### src/hdl/qcc_pkg.sv
// Package with constants for the quadrature counter cascade read block
package qcc_pkg;
   localparam int          CNT_W        = 32;
   localparam int          BYTE_W       = 8;
   localparam int          AXES         = 2;
   localparam logic [31:0] CNT_RST      = 32'h0000_0000;
   localparam logic [31:0] CNT_MAX      = 32'hFFFF_FFFF;
   // Byte select codes {high_line, low_line}
   localparam logic [1:0]  SEL_MSB      = 2'h2;
   localparam logic [1:0]  SEL_2ND      = 2'h3;
   localparam logic [1:0]  SEL_3RD      = 2'h0;
   localparam logic [1:0]  SEL_LSB      = 2'h1;
   // Count mode codes {cfg_b, cfg_a}
   localparam logic [1:0]  MODE_4X      = 2'h1;
   localparam logic [1:0]  MODE_2X      = 2'h2;
   localparam logic [1:0]  MODE_1X      = 2'h3;
   // Avalon register offsets (byte addresses)
   localparam logic [3:0]  REG_CTRL     = 4'h0;
   localparam logic [3:0]  REG_STATUS   = 4'h4;
   localparam logic [3:0]  REG_CLEAR    = 4'h8;
   localparam logic [3:0]  REG_ENABLE   = 4'hC;
   // Control fields
   localparam int          CTRL_UP_BIT  = 0;
   localparam int          CTRL_DN_BIT  = 1;
   localparam int          CTRL_RUN_BIT = 2;
   // Event bits
   localparam int          EV_CAS_BIT   = 0;
   localparam int          EV_INH_BIT   = 1;
   localparam int          EV_W         = 2;
   localparam logic [31:0] UNMAPPED_RD  = 32'h0000_0000;
endpackage : qcc_pkg

### src/hdl/quad_counter_cascade_read.sv
// Position counter, latch with read inhibit, byte mux and cascade pulse
// What the document requires of this block, its host and the external cascade logic
// RULE_01 - A counter rollover on a rising edge updates the counter and emits a cascade count pulse just after.
// RULE_02 - Byte select and output enable low at a falling edge inhibit the latch until released.
// RULE_03 - The external logic latches its own counter when the high byte read begins, never later.
// RULE_04 - A cascade pulse in the cycle a read starts is still counted externally, consistent with the latch.
// RULE_05 - A read starting in a rollover cycle returns the pre-rollover count.
// RULE_06 - Output enable low seen at a falling edge sets the inhibit; latched bytes read at any phase.
// RULE_07 - Output enable high seen at a falling edge tristates the data lines and releases the inhibit.
// RULE_08 - The rising edge after release loads the counter into the latch again.
// RULE_09 - The host sets 4x count mode and the axis select before reading.
// RULE_10 - The host assembles four bytes, first most significant, into 32 bits.
// RULE_11 - Byte selects step low-high, high-high, low-low, high-low with output enable low.
// RULE_12 - Uninhibited, the latch captures the counter every rising edge; reset clears it to zero.
// RULE_13 - The host accepts a byte only after two equal consecutive samples.
//
// Implementation choices: the Avalon-MM slave port and the placing of the registers.
`timescale 1ns/1ps
module quad_counter_cascade_read
   import qcc_pkg::*;
(
   input  wire logic                      clk_i,
   input  wire logic                      srst_i,
   input  wire logic                      byte_select_low_line_i,
   input  wire logic                      byte_select_high_line_i,
   input  wire logic                      oe_n_i,
   input  wire logic                      count_mode_cfg_a_i,
   input  wire logic                      count_mode_cfg_b_i,
   input  wire logic                      axis_sel_i,
   input  wire logic                      avs_read_i,
   input  wire logic                      avs_write_i,
   input  wire logic [3:0]                avs_address_i,
   input  wire logic [31:0]               avs_writedata_i,
   input  wire logic [3:0]                avs_byteenable_i,
   output logic      [31:0]               avs_readdata_o,
   output logic                           avs_waitrequest_o,
   output logic      [qcc_pkg::BYTE_W-1:0] data_o,
   output logic      [qcc_pkg::BYTE_W-1:0] data_oe_o,
   output logic                           cascade_count_pulse_o,
   output logic                           cascade_up_o,
   output logic                           irq_o
);
   import qcc_pkg::*;

   typedef enum logic [1:0] {BUS_IDLE, BUS_ACK} bus_state_t;

   // Pins from the host are asynchronous to clk_i
   logic sel_lo_s, sel_hi_s, oe_n_s, cfg_a_s, cfg_b_s, axis_s;
   sync2 u_sync_sl (.clk_i(clk_i), .srst_i(srst_i), .d_i(byte_select_low_line_i),  .q_o(sel_lo_s));
   sync2 u_sync_sh (.clk_i(clk_i), .srst_i(srst_i), .d_i(byte_select_high_line_i), .q_o(sel_hi_s));
   // Output enable idles high; a low reset value would fake a read
   // and inhibit the latch right after every reset
   sync2 #(.RST_VAL(1'b1)) u_sync_oe (.clk_i(clk_i), .srst_i(srst_i), .d_i(oe_n_i), .q_o(oe_n_s));
   sync2 u_sync_ca (.clk_i(clk_i), .srst_i(srst_i), .d_i(count_mode_cfg_a_i),      .q_o(cfg_a_s));
   sync2 u_sync_cb (.clk_i(clk_i), .srst_i(srst_i), .d_i(count_mode_cfg_b_i),      .q_o(cfg_b_s));
   sync2 u_sync_ax (.clk_i(clk_i), .srst_i(srst_i), .d_i(axis_sel_i),              .q_o(axis_s));

   // Registers
   logic [2:0]       ctrl_q;
   logic [EV_W-1:0]  status_q, enable_q;
   logic [CNT_W-1:0] cnt_q   [AXES];
   logic [CNT_W-1:0] latch_q [AXES];
   logic             inhibit_n_q;
   logic             inhibit_q;
   logic             inhibit_prev_q;
   logic             cas_q, cas_up_q;
   logic [BYTE_W-1:0] data_q, data_oe_q;
   bus_state_t       bus_q;
   logic [31:0]      rdata_q;

   // Count steps from software; mode only gates the step, one step per cycle in any valid mode
   wire  [1:0] mode_w   = {cfg_b_s, cfg_a_s};
   wire        step_w   = ctrl_q[CTRL_RUN_BIT] & (ctrl_q[CTRL_UP_BIT] ^ ctrl_q[CTRL_DN_BIT]);
   wire        dir_up_w = ctrl_q[CTRL_UP_BIT];
   wire        mode_ok_w = (mode_w == MODE_4X) | (mode_w == MODE_2X) | (mode_w == MODE_1X);
   wire        cnt_en_w = step_w & mode_ok_w;

   // Rollover detect on the selected axis drives the cascade pulse
   wire [CNT_W-1:0] cnt_sel_w = cnt_q[axis_s];
   wire        roll_w   = cnt_en_w & (dir_up_w ? (cnt_sel_w == CNT_MAX) : (cnt_sel_w == CNT_RST));

   // Falling-edge inhibit sampling
   wire        sel_read_w = ~oe_n_s;
   always_ff @(negedge clk_i) begin
      if (srst_i) begin
         inhibit_n_q <= 1'b0;
      end else begin
         inhibit_n_q <= sel_read_w; // RULE_02 RULE_06 RULE_07
      end
   end
   // Bring the falling-edge flag back to the rising domain of the same clock
   always_ff @(posedge clk_i) begin
      if (srst_i) begin
         inhibit_q      <= 1'b0;
         inhibit_prev_q <= 1'b0;
      end else begin
         inhibit_q      <= inhibit_n_q;
         inhibit_prev_q <= inhibit_q;
      end
   end
   // Latch holds from the falling edge that sets the inhibit; the first
   // rising edge after release loads it again, with no extra cycle of hold
   wire latch_hold_w = inhibit_n_q;

   genvar ax;
   generate
      for (ax = 0; ax < AXES; ax++) begin : g_axis
         wire sel_ax_w = (axis_s == 1'(ax));
         always_ff @(posedge clk_i) begin
            if (srst_i) begin
               cnt_q[ax]   <= CNT_RST;
               latch_q[ax] <= CNT_RST; // RULE_12
            end else begin
               if (cnt_en_w && sel_ax_w) begin
                  cnt_q[ax] <= dir_up_w ? cnt_q[ax] + 32'h1 : cnt_q[ax] - 32'h1; // RULE_01
               end
               if (!latch_hold_w) begin
                  latch_q[ax] <= cnt_q[ax]; // RULE_12 RULE_08 RULE_05
               end
            end
         end
      end
   endgenerate

   // Byte mux
   wire [1:0]        sel_w = {sel_hi_s, sel_lo_s};
   wire [CNT_W-1:0]  lat_w = latch_q[axis_s];
   wire [BYTE_W-1:0] byte_w =
      (sel_w == SEL_MSB) ? lat_w[31:24] :
      (sel_w == SEL_2ND) ? lat_w[23:16] :
      (sel_w == SEL_3RD) ? lat_w[15:8]  : lat_w[7:0]; // RULE_11

   always_ff @(posedge clk_i) begin
      if (srst_i) begin
         data_q    <= 8'h00;
         data_oe_q <= 8'h00;
         cas_q     <= 1'b0;
         cas_up_q  <= 1'b1;
      end else begin
         // Registered pulse trails the rollover edge by clock-to-out only
         data_q    <= byte_w;
         data_oe_q <= {BYTE_W{inhibit_n_q}}; // RULE_07
         cas_q     <= roll_w; // RULE_01
         if (cnt_en_w) begin
            cas_up_q <= dir_up_w;
         end
      end
   end

   // Events: rollover and start of inhibit; set wins over clear
   wire [EV_W-1:0] ev_w;
   assign ev_w[EV_CAS_BIT] = roll_w;
   assign ev_w[EV_INH_BIT] = inhibit_q & ~inhibit_prev_q;

   // Avalon slave: one wait cycle, then the answer
   wire req_w  = (avs_read_i | avs_write_i) & (bus_q == BUS_IDLE);
   wire wr_w   = avs_write_i & (bus_q == BUS_ACK);
   wire wr_ctl = wr_w & (avs_address_i == REG_CTRL) & avs_byteenable_i[0];
   wire wr_clr = wr_w & (avs_address_i == REG_CLEAR) & avs_byteenable_i[0];
   wire wr_en  = wr_w & (avs_address_i == REG_ENABLE) & avs_byteenable_i[0];
   wire [31:0] rd_mux_w =
      (avs_address_i == REG_CTRL)   ? {29'h0, ctrl_q} :
      (avs_address_i == REG_STATUS) ? {30'h0, status_q} :
      (avs_address_i == REG_ENABLE) ? {30'h0, enable_q} : UNMAPPED_RD;

   always_ff @(posedge clk_i) begin
      if (srst_i) begin
         bus_q    <= BUS_IDLE;
         rdata_q  <= 32'h0000_0000;
         ctrl_q   <= 3'h0;
         status_q <= 2'h0;
         enable_q <= 2'h0;
      end else begin
         case (bus_q)
            BUS_IDLE: begin
               if (req_w) begin
                  bus_q   <= BUS_ACK;
                  rdata_q <= rd_mux_w;
               end
            end
            BUS_ACK: bus_q <= BUS_IDLE;
            default: bus_q <= BUS_IDLE;
         endcase
         if (wr_ctl) begin
            ctrl_q <= avs_writedata_i[2:0];
         end
         if (wr_en) begin
            enable_q <= avs_writedata_i[EV_W-1:0];
         end
         status_q <= (status_q & ~(wr_clr ? avs_writedata_i[EV_W-1:0] : 2'h0)) | ev_w;
      end
   end

   // Registered, so the level trails its status bit by one cycle
   logic irq_q;
   always_ff @(posedge clk_i) begin
      if (srst_i) begin
         irq_q <= 1'b0;
      end else begin
         irq_q <= |(status_q & enable_q);
      end
   end

   // Waitrequest is low only in the answer cycle
   // Read data were taken at the accepting edge and stand through it
   logic wait_q;
   always_ff @(posedge clk_i) begin
      if (srst_i) begin
         wait_q <= 1'b1;
      end else begin
         wait_q <= ~req_w;
      end
   end

   assign avs_readdata_o        = rdata_q;
   assign avs_waitrequest_o     = wait_q;
   assign data_o                = data_q;
   assign data_oe_o             = data_oe_q;
   assign cascade_count_pulse_o = cas_q;
   assign cascade_up_o          = cas_up_q;
   assign irq_o                 = irq_q;
endmodule : quad_counter_cascade_read

### src/hdl/sync2.sv
// Two flip-flop synchroniser for one bit
`timescale 1ns/1ps
module sync2 #(
   parameter logic RST_VAL = 1'b0
) (
   input  wire logic clk_i,
   input  wire logic srst_i,
   input  wire logic d_i,
   output logic      q_o
);
   logic meta_q;
   always_ff @(posedge clk_i) begin
      if (srst_i) begin
         meta_q <= RST_VAL;
         q_o    <= RST_VAL;
      end else begin
         meta_q <= d_i;
         q_o    <= meta_q;
      end
   end
endmodule : sync2

### config.mk
export PLATFORM = sky130hd
export DESIGN_NAME = quad_counter_cascade_read
export DESIGN_NICKNAME = d
export VERILOG_FILES = /design/src/hdl/qcc_pkg.sv /design/src/hdl/quad_counter_cascade_read.sv /design/src/hdl/sync2.sv
export SDC_FILE = /design/constraint.sdc
export NUM_CORES = 1
export LEC_CHECK = 0
export BUFFER_PORTS_ARGS = -buffer_cell sky130_fd_sc_hd__buf_4
export CAP_MARGIN = 20
export CORE_MARGIN = 2
export CORE_UTILIZATION = 60
export DETAILED_ROUTE_END_ITERATION = 16
export HOLD_SLACK_MARGIN = 0.12
export PLACE_DENSITY_LB_ADDON = 0.25
export SKIP_LAST_GASP = 1
export SLEW_MARGIN = 20
export SYNTH_ARGS = -nofsm -noshare
export SYNTH_HDL_FRONTEND = slang
export SYNTH_SLANG_ARGS = --single-unit
export TNS_END_PERCENT = 30
### constraint.sdc
create_clock -name clk_i -period 5.35 [get_ports clk_i]
set_input_delay 0.2675 -clock clk_i [delete_from_list [all_inputs] [get_ports clk_i]]
set_output_delay 0.2675 -clock clk_i [all_outputs]
set_load 0.005 [all_outputs]
== Word level (Yosys, flattened, before mapping) ==
Memory sizes are Yosys's and may differ from the RTL's. A register that Yosys moved wholly into a read port is not among the register bits.
Cells that the tools add are included.
W data, S select, Z words.

* Register bits: 68
* RAM bits: 128
* Input port bits: 50
* Output and inout bits: 52
* Logic and storage cells: 106
* Memories kept: 2

* Add/subtract/negate cells: 4
* Equality and inequality tests: 9
* Multiplexer cells: 27
* Bitwise gates (word level): 29
* Reduce and logical (&&, ||, !) cells: 9

{| class="wikitable"
|+ Memory list
! name !! depth !! bits a word !! read ports !! clocked after memory_dff !! wr ports !! line !! text
|-
| cnt_q || 2 || 32 || 3 || 1 || 2 || quad_counter_cascade_read.sv:61 || <nowiki>logic [CNT_W-1:0] cnt_q [AXES];</nowiki>
|-
| latch_q || 2 || 32 || 1 || 1 || 2 || quad_counter_cascade_read.sv:62 || <nowiki>logic [CNT_W-1:0] latch_q [AXES];</nowiki>
|}

{| class="wikitable"
|+ Operator list
! kind !! count
|-
| $mux W32 || 6
|-
| $add A32 B1 Y32 const B || 2
|-
| $sub A32 B1 Y32 const B || 2
|-
| $eq A32 B32 Y1 const B || 1
|-
| $logic_not A32 Y1 || 1
|-
| $mux W8 || 3
|-
| $mux W1 || 14
|-
| $and A1 B1 Y1 || 12
|-
| $eq A2 B2 Y1 const B || 4
|-
| $eq A4 B4 Y1 const B || 2
|-
| $or A1 B1 Y1 || 7
|-
| $mux W2 || 3
|-
| $not A1 Y1 || 5
|-
| $and A2 B2 Y2 || 2
|-
| $eq A4 B3 Y1 const B || 1
|-
| $logic_not A2 Y1 || 2
|-
| $logic_not A4 Y1 || 1
|-
| $reduce_or A2 Y1 || 2
|-
| $mux W3 || 1
|-
| $eq A2 B1 Y1 const B || 1
|-
| $logic_and A1 B1 Y1 || 2
|-
| $not A2 Y2 || 1
|-
| $or A2 B2 Y2 || 1
|-
| $reduce_and A2 Y1 || 1
|-
| $xor A1 B1 Y1 || 1
|}

== Longest topological paths before layout ==
Gate-level depths: netlist of the first run.

* Depth in word-level cells: 9
* Depth in mapped cells: 11
* Mapped depth without buffers: 9

== Hierarchy ==
From an unflattened synthesis of the first run, not the netlist that was laid out.

* Cell total of the unflattened synthesis: 1001
* Area, all modules: 10278.6 um2

{| class="wikitable"
|+ By module, submodules not included
! module !! times used !! cells each !! area each (um2) !! seq. area each (um2)
|-
| quad_counter_cascade_read || 1 || 977 || 9963.3 || 4364.2
|-
| sync2 || 6 || 4 || 52.6 || 40.0
|}

==> results.txt, run 1 <==
Entering global routing, the biggest net connects 44 pins. The library cells used most frequently in the layout, excluding fill and tap cells, are 128 x sky130_fd_sc_hd__edfxtp_1, 91 x sky130_fd_sc_hd__nor2_1, 70 x sky130_fd_sc_hd__a21oi_1. The critical path start-end classification is reg -> reg.

Across all layers, the routed design uses 8,314 vias. STA classifies the critical path endpoint as a register. Yosys printed 0 warnings. The congestion estimate from routability-driven global placement came to 0.9148. For the number of global-route vias before repair, the log shows 7,425. Number of max-slew violations in the final report: 0. The tools report the max capacitance violation total as 0. On the final layout, the worst clock skew is 0.02861 ns.

The area inside the core boundary is 17,300 um2. The final number of hold-violating endpoints came out at 0. The global-route wire length before repair was 38.99 mm; the combined area of all synthesized cells was 10,650 um2. The starting utilization of the core area was 0.6155; the largest fanout on the critical path was 39.

Number of synthesized flops with an enable pin: 128. The total negative setup slack is 0 ns, and the height of the chip is 137.2 um. The min-delay analysis places its worst path in the category in -> reg. The run gives 0 as the count of buffers added by post-CTS timing repair for setup. At the later pin of the worst-skew pair, clock insertion delay measures 0.45 ns.

The number of rows in the core area was 48. The first detailed-routing pass ran for 8 iterations. The run finished with clean final reports. Summed over all layers, the global routing overflow is 0. The distinct cell type count after synthesis came out at 80. Setup repair after global routing left no endpoint under its margin. The run gives 0.4325 as the sequential element share of the synthesized area. 0 antenna diodes ended up in the layout.

IR analysis of the VDD net gives a maximum drop of 240.9 uV. For this design the top-level I/O count stands at 102. The cell area after placement came out at 11,020 um2. The number of nets with antenna violations after routing was 0; the count of input and output buffers was 40. Synthesis produced a netlist whose cell count is 1,051.

The setup-violating endpoint count in the final report came out at 0. The first routing iteration left 848 violations. The clock-pin slew on the worst setup and hold paths came out at 0.06 ns. Leaving out fill and tap cells, the most frequent cell in the layout is sky130_fd_sc_hd__edfxtp_1. The run gives 0.2723 as the global routing usage summed across all routing layers. The clock sink count is 166, and the die outline area is 18,830 um2. The post-synthesis async set-or-reset flop share came out at 0.

The count of unresolved DRC violations after routing was 0; the routed wire length per instance was 19.09 um. The number of buffers added by the clock tree synthesis step was 17. The net count of the finished layout is 1,190.

The relative max-transition margin was 0.2868; the total routed wirelength was 25.12 mm. After detailed routing, the number of vias per cell comes to 6.318. STA puts the critical path data required time at 5.47 ns. The tools report the master cell of the clock root buffer as sky130_fd_sc_hd__clkbuf_16. For the initial antenna violation count, the log shows 0. Relative to the synthesized area, the layout overhead comes to 9.672%.

The critical path launch point type was a register. In this run the power density over the cells is 259.2 nW/um2. The signal arrival time at the worst endpoint was 4.44 ns. The share of post-route cells with drive strength above 1 is 0.1237. The floorplan step set the die width to 137.2 um. No sink is reached through more buffers than the 2 on the longest clock path. The run gives 3026 uW as the total design power. At the pin with the least slew margin, the transition time is 1.062 ns. A synthesized cell averages 10.13 um2. In this run the number of H-tree levels came out at 4. Among all flip-flop cells after synthesis, the most frequent one is sky130_fd_sc_hd__edfxtp_1. The standby leakage power was 0.004649 uW; the post-synthesis sequential element count was 166. The area of all placed cells without fillers was 11,680 um2. TritonCTS built the clock tree. Post-cts sizing count: 0.

After legalization and detailed placement, the total HPWL measured 17.75 mm.
[metrics by stage]
stage	std cells	util	hold WS (ns)	worst slack [ns]
finish	1316	0.6751	0.1816	1.035
global route	1316	0.6751	0.1839	0.9405
CTS	1316	0.6751	0.1657	1.039
detailed placement	1275	0.6372	0.4239	1.070
global placement	1275	0.6372	0.4164	1.076
floorplan	1079	-	0.3713	0.5283
[timing repair]
| item | 4_1_cts | 5_1_grt |
|---|---|---|
| endpoints found under the setup margin | 0 | 0 |
| endpoints found under the hold margin | 10 | 0 |
| hold buffers | 9 | 0 |
[area by class of cell]
type	instances	area [um2]
flip-flops and latches	166	4604
fillers	1309	5620
well taps	225	281.5
inverters	22	82.58
clock buffers	20	436.7
repair buffers	61	493.0
clock inverters	13	132.6
multi-input cells	809	5645
[flip-flops by register name, indices dropped and copies added (netlist names), 2 cells and up]
| register | count |
|---|---|
| latch_q | 64 |
| enable_q | 2 |
| status_q | 2 |
| cnt_q | 64 |
| ctrl_q | 3 |
| avs_readdata_o | 3 |
| data_o | 8 |
[synthesized netlist by cell type, types with 18 or more instances]
master	instances	area [um2]
sky130_fd_sc_hd__nor2_1	92	345.3
sky130_fd_sc_hd__nand3_1	29	145.1
sky130_fd_sc_hd__and2_1	64	400.4
sky130_fd_sc_hd__inv_1	22	82.58
sky130_fd_sc_hd__nor4_1	28	175.2
sky130_fd_sc_hd__a21oi_1	70	350.3
sky130_fd_sc_hd__a21o_1	43	322.8
sky130_fd_sc_hd__dfxtp_1	38	760.7
sky130_fd_sc_hd__nand2_1	63	236.5
sky130_fd_sc_hd__o21ai_0	26	130.1
sky130_fd_sc_hd__xor2_1	19	166.4
sky130_fd_sc_hd__nor3_1	29	145.1
sky130_fd_sc_hd__edfxtp_1	128	3844
sky130_fd_sc_hd__nand4_1	32	200.2
sky130_fd_sc_hd__ha_1	60	750.7
sky130_fd_sc_hd__buf_4	38	285.3
sky130_fd_sc_hd__nor2b_1	20	125.1
sky130_fd_sc_hd__mux2i_1	18	180.2
sky130_fd_sc_hd__clkbuf_1	35	131.4
[final timing paths]
kind,from,end,slack [ns],cells after the start
setup / recovery,inhibit_n_q$_SDFF_NP0_,latch_q[0][7]$_SDFFCE_PN0P_,1.04,3
hold / removal,avs_address_i[0],avs_readdata_o[0]$_SDFFE_PP0P_,0.18,4
setup reg to reg,inhibit_n_q$_SDFF_NP0_,latch_q[0][7]$_SDFFCE_PN0P_,1.04,3
hold reg to reg,u_sync_cb.meta_q$_SDFF_PP0_,u_sync_cb.q_o$_SDFF_PP0_,0.44,1
[where the power goes]
| part | switching [uW] | internal [uW] | leakage, uW |
|---|---|---|---|
| combinational | 199 | 146 | 0.00265 |
| clock | 521 | 688 | 0.000274 |
| sequential | 38.7 | 1440 | 0.00172 |
| total | 758 | 2270 | 0.00465 |
[cells by family (layout without fill, tap and decap cells)]
logic type,after synthesis,count (layout),synth area share
flops,166,166,0.4325
buf+inv,104,116,0.05053
mux,36,36,0.05289
compound gates,239,239,0.1568
xor+xnor,35,35,0.02950
fa+ha+maj,62,62,0.07427
other cells,1,29,0.0003522
simple gates,408,408,0.2032
[per-layer routing]
layer  up-vias  wire [um]  global-route usage
met5         -          0                   0
met4         0        417             0.08018
met3        35       2007             0.04893
met2       356      11590              0.4367
met1      3967      11110              0.3803
li1       3956          -                   -
[critical path, cell delays in order (launching register included)]
cell	delay, ns
sky130_fd_sc_hd__dfxtp_1	0.36
sky130_fd_sc_hd__nor2b_1	0.18
sky130_fd_sc_hd__inv_2	0.44
sky130_fd_sc_hd__buf_12	0.30
Power figures use the tool's default switching activity.
==> inputs of run 2 (changes only) <==
--- a/config.mk
+++ b/config.mk
@@ -8,7 +8,7 @@
 export BUFFER_PORTS_ARGS = -buffer_cell sky130_fd_sc_hd__buf_4
 export CAP_MARGIN = 20
 export CORE_MARGIN = 2
-export CORE_UTILIZATION = 60
+export CORE_UTILIZATION = 55
 export DETAILED_ROUTE_END_ITERATION = 16
 export HOLD_SLACK_MARGIN = 0.12
 export PLACE_DENSITY_LB_ADDON = 0.25
==> constraint.sdc (replaced) <==
create_clock -name clk_i -period 3.6 [get_ports clk_i]
set_input_delay 0.18 -clock clk_i [delete_from_list [all_inputs] [get_ports clk_i]]
set_output_delay 0.18 -clock clk_i [all_outputs]
set_load 0.005 [all_outputs]
==> run 2 against run 1 <==
  * Die area is 8.8% higher
  * Cell area increased by 2.1%
  * Count of clock-buffer cells in the layout is 7 higher
  * Sequential share of layout area fell by 0.81 points
  * Non-clock buffer count rose by 6
  * Via count fell by 0.35%
  * Combinational power grew 51%
  * Power is 56% higher
  * Cell count increased by 3.1%
  * Critical endpoint is now cnt_q[0][28]$_SDFFCE_PN0P_
  * Largest power group unchanged
==> results.txt, run 2 (same netlist as run 1, synthesis figures left out) <==
The run finished with clean final reports. Summed over all layers, the global routing overflow is 0. The number of antenna diodes in the final layout is 0. The worst register-to-register path begins at ctrl_q[0]$_SDFFE_PP0P_. The logs give 0.463 for the portion of total power attributed to sequential cells and 41.52 mm for the global-route wire length before repair. The tools report the standby leakage power as 0.004748 uW. The worst-case reg-to-reg path depth came out at 9.

Clock tree synthesis selected as its root buffer the cell sky130_fd_sc_hd__clkbuf_16. STA puts the critical path data arrival time at 3.53 ns. The run gives 0.4061 as the relative max-transition margin. The clock-pin slew on the worst setup and hold paths is 0.07 ns, and the count of input and output buffers is 40.

The run gives 5665 um2 as the area of combinational cells with multiple inputs. For the number of buffers added by the clock tree synthesis step, the log shows 17. Setup repair after global routing left no endpoint under its margin. The number of placed instances, taps included, is 1,312.

The die is 143.1 um wide. The top cell types in the final layout, fill and taps aside, are 128 x sky130_fd_sc_hd__edfxtp_1, 91 x sky130_fd_sc_hd__nor2_1, 70 x sky130_fd_sc_hd__a21oi_1. For the number of global-route vias before repair, the log shows 7,884. Derived from the worst setup path, the maximum achievable clock frequency is 297.3 MHz.

The fraction of power consumed by combinational cells is 0.109, and the largest fanout on the critical path is 61. The iteration count of the initial detailed-routing pass is 6, and the transition time at the pin with the least slew margin is 0.8842 ns. The area growth from synthesis to layout is 12.00%. The signal on the critical path passes through clkinvlp_4 -> buf_12 -> ha_1 -> and2_1 -> nand3_1 -> a2111oi_0 -> a31oi_2 -> mux2i_1 -> or4_1. Setup violations remaining at the end of the flow were counted as 0. STA classifies the critical path startpoint as a register.

Routability-driven placement finished with a final weighted congestion of 0.9061. At the later pin of the worst-skew pair, clock insertion delay measures 0.45 ns. For the area of all placed cells without fillers, the log shows 11,920 um2.

STA classifies the critical path endpoint as a register. The maximum root-to-sink buffer count is 2. The most critical setup path has its startpoint at ctrl_q[0]$_SDFFE_PP0P_. The die covers 20,490 um2. The library cell used most frequently in the layout, excluding fill and tap cells, is sky130_fd_sc_hd__edfxtp_1. Entering global routing, the biggest net connects 62 pins. For this design the ratio of total power to cell area is 397.2 nW/um2.

After detailed placement, the total cell area comes to 11,120 um2. Register-to-register setup slack: 0.24 ns. On the critical path, the stage with the largest delay is an instance of sky130_fd_sc_hd__or4_1.

TritonCTS built the clock tree. After detailed routing, the number of vias per cell comes to 6.105. Peak supply drop: 304.0 uV.

The number of top-level pins is 102, and the routed wire length per instance is 19.33 um. The height of the chip is 143.1 um. Switching portion of total power: 0.2391. The internal power of the cells totals 3603 uW. The floorplan has 50 rows. The worst setup path is of the reg -> reg kind.

The tools report the initial antenna violation count as 0. The worst clock skew was 0.03427 ns; the minimum clock period was 3.363 ns. Excluding fillers, the count of instances in the completed layout stands at 1,357.

The endpoint of the most critical register-to-register path is cnt_q[0][28]$_SDFFCE_PN0P_. In this run the power spent charging and discharging nets is 1133 uW. Following the worst setup path forward leads to its endpoint at cnt_q[0][28]$_SDFFCE_PN0P_.

The data required time of the worst path was 3.77 ns; the share of post-route cells with drive strength above 1 was 0.1304. The starting utilization of the core area is 0.5654. At the end of the flow, the number of nets in the layout was 1,196. Worst stage delay on the critical path: 0.54 ns. The floorplan step defined a core boundary enclosing 18,830 um2. The number of max-slew violations in the final report is 0.

Path category of the worst min-delay check: in -> reg. For the max capacitance violation total, the log shows 0. The logs give 26.23 mm for the total routed wirelength and 0 for the final number of hold-violating endpoints.

The run gives 0.2622 as the global routing usage summed across all routing layers. The tools report the count of unresolved DRC violations after routing as 0. Across all layers, the routed design uses 8,285 vias.

After legalization and detailed placement, the total HPWL measured 18.16 mm. The total of fill cells in the finished design was 1,477; the post-route fraction of the period consumed by the critical path was 0.9343. CTS saw 166 sinks.

Number of nets with antenna violations after routing: 0. The clock power share came out at 0.428. The H-tree was split into 4 levels. Summing all flip-flop and latch instances after layout gives 4606 um2. First-iteration detailed-routing DRC count: 781.
[run 2: cell count changes in the layout (fill, tap and decap cells not counted), moves of 2 or more]
cell and delta:
sky130_fd_sc_hd__clkinv_4 -2, sky130_fd_sc_hd__dlygate4sd3_1 +4, sky130_fd_sc_hd__clkbuf_1 -2, sky130_fd_sc_hd__inv_2 -2
sky130_fd_sc_hd__clkinv_2 -2, sky130_fd_sc_hd__clkbuf_8 +2, sky130_fd_sc_hd__clkbuf_16 +6
[run 2: how the worst min path moves through the flow]
stage                     start                           to  slack (ns)  cells after the start
2_1_floorplan            oe_n_i  u_sync_oe.meta_q$_SDFF_PP1_        0.28                      1
3_3_place_gp             oe_n_i  u_sync_oe.meta_q$_SDFF_PP1_        0.37                      2
3_5_place_dp             oe_n_i  u_sync_oe.meta_q$_SDFF_PP1_        0.38                      2
4_1_cts        avs_address_i[2]       status_q[1]$_SDFF_PP0_        0.14                      5
5_1_grt        avs_address_i[2]       status_q[0]$_SDFF_PP0_        0.17                      4
6_report       avs_address_i[2]       status_q[1]$_SDFF_PP0_        0.15                      5
[run 2: power groups by stage]
stage          Clock (uW)  Combinational (uW)  Sequential, uW
2_1_floorplan        3.48                 405            2200
3_3_place_gp         3.48                 486            2230
3_5_place_dp         3.48                 493            2230
4_1_cts              2040                 510            2190
5_1_grt              2110                 571            2200
6_report             2030                 518            2190
[run 2: layer usage]
layer	up-vias	track usage	share of wire
met1	3968	0.3589	0.44
met4	0	0.07973	0.018
met2	319	0.4319	0.47
met3	37	0.03991	0.066
li1	3961	-	-
met5	-	0	0
[run 2: final cells by class]
type                            count  share of cell area
Clock buffer                       27             0.05131
Clock inverter                      6            0.005456
Inverter                           22            0.007555
Multi-Input combinational cell    809              0.4751
Sequential cell                   166              0.3863
Tap cell                          260             0.02728
Timing Repair Buffer               67             0.04701
[run 2: critical path: cells and delay by family (launching register included)]
kind / cells / cell delay, ns
AOI/OAI and AO/OA: 2 / 0.66
adders and majority gates: 1 / 0.50
buffers and inverters: 2 / 0.43
DFF: 1 / 0.47
muxes: 1 / 0.15
and+or+nand+nor: 3 / 0.88
[run 2: per-stage QoR]
step	total power [uW]	utilization	setup TNS (ns)	worst slack, ns	hold slack [ns]
floorplan	2610	-	-2.880	-0.08607	0.2838
global placement	2720	0.5906	0	0.2972	0.3731
CTS	4741	0.6332	0	0.2515	0.1438
finish	4736	0.6332	0	0.2366	0.1462
detailed placement	2729	0.5906	0	0.2920	0.3770
global route	4881	0.6332	0	0.04081	0.1685
[run 2: repair_timing]
| action | CTS | global route |
|---|---|---|
| endpoints found under the hold margin | 16 | 0 |
| hold buffers | 13 | 0 |
| setup buffers | 0 | 0 |
| gates resized for setup | 0 | 0 |
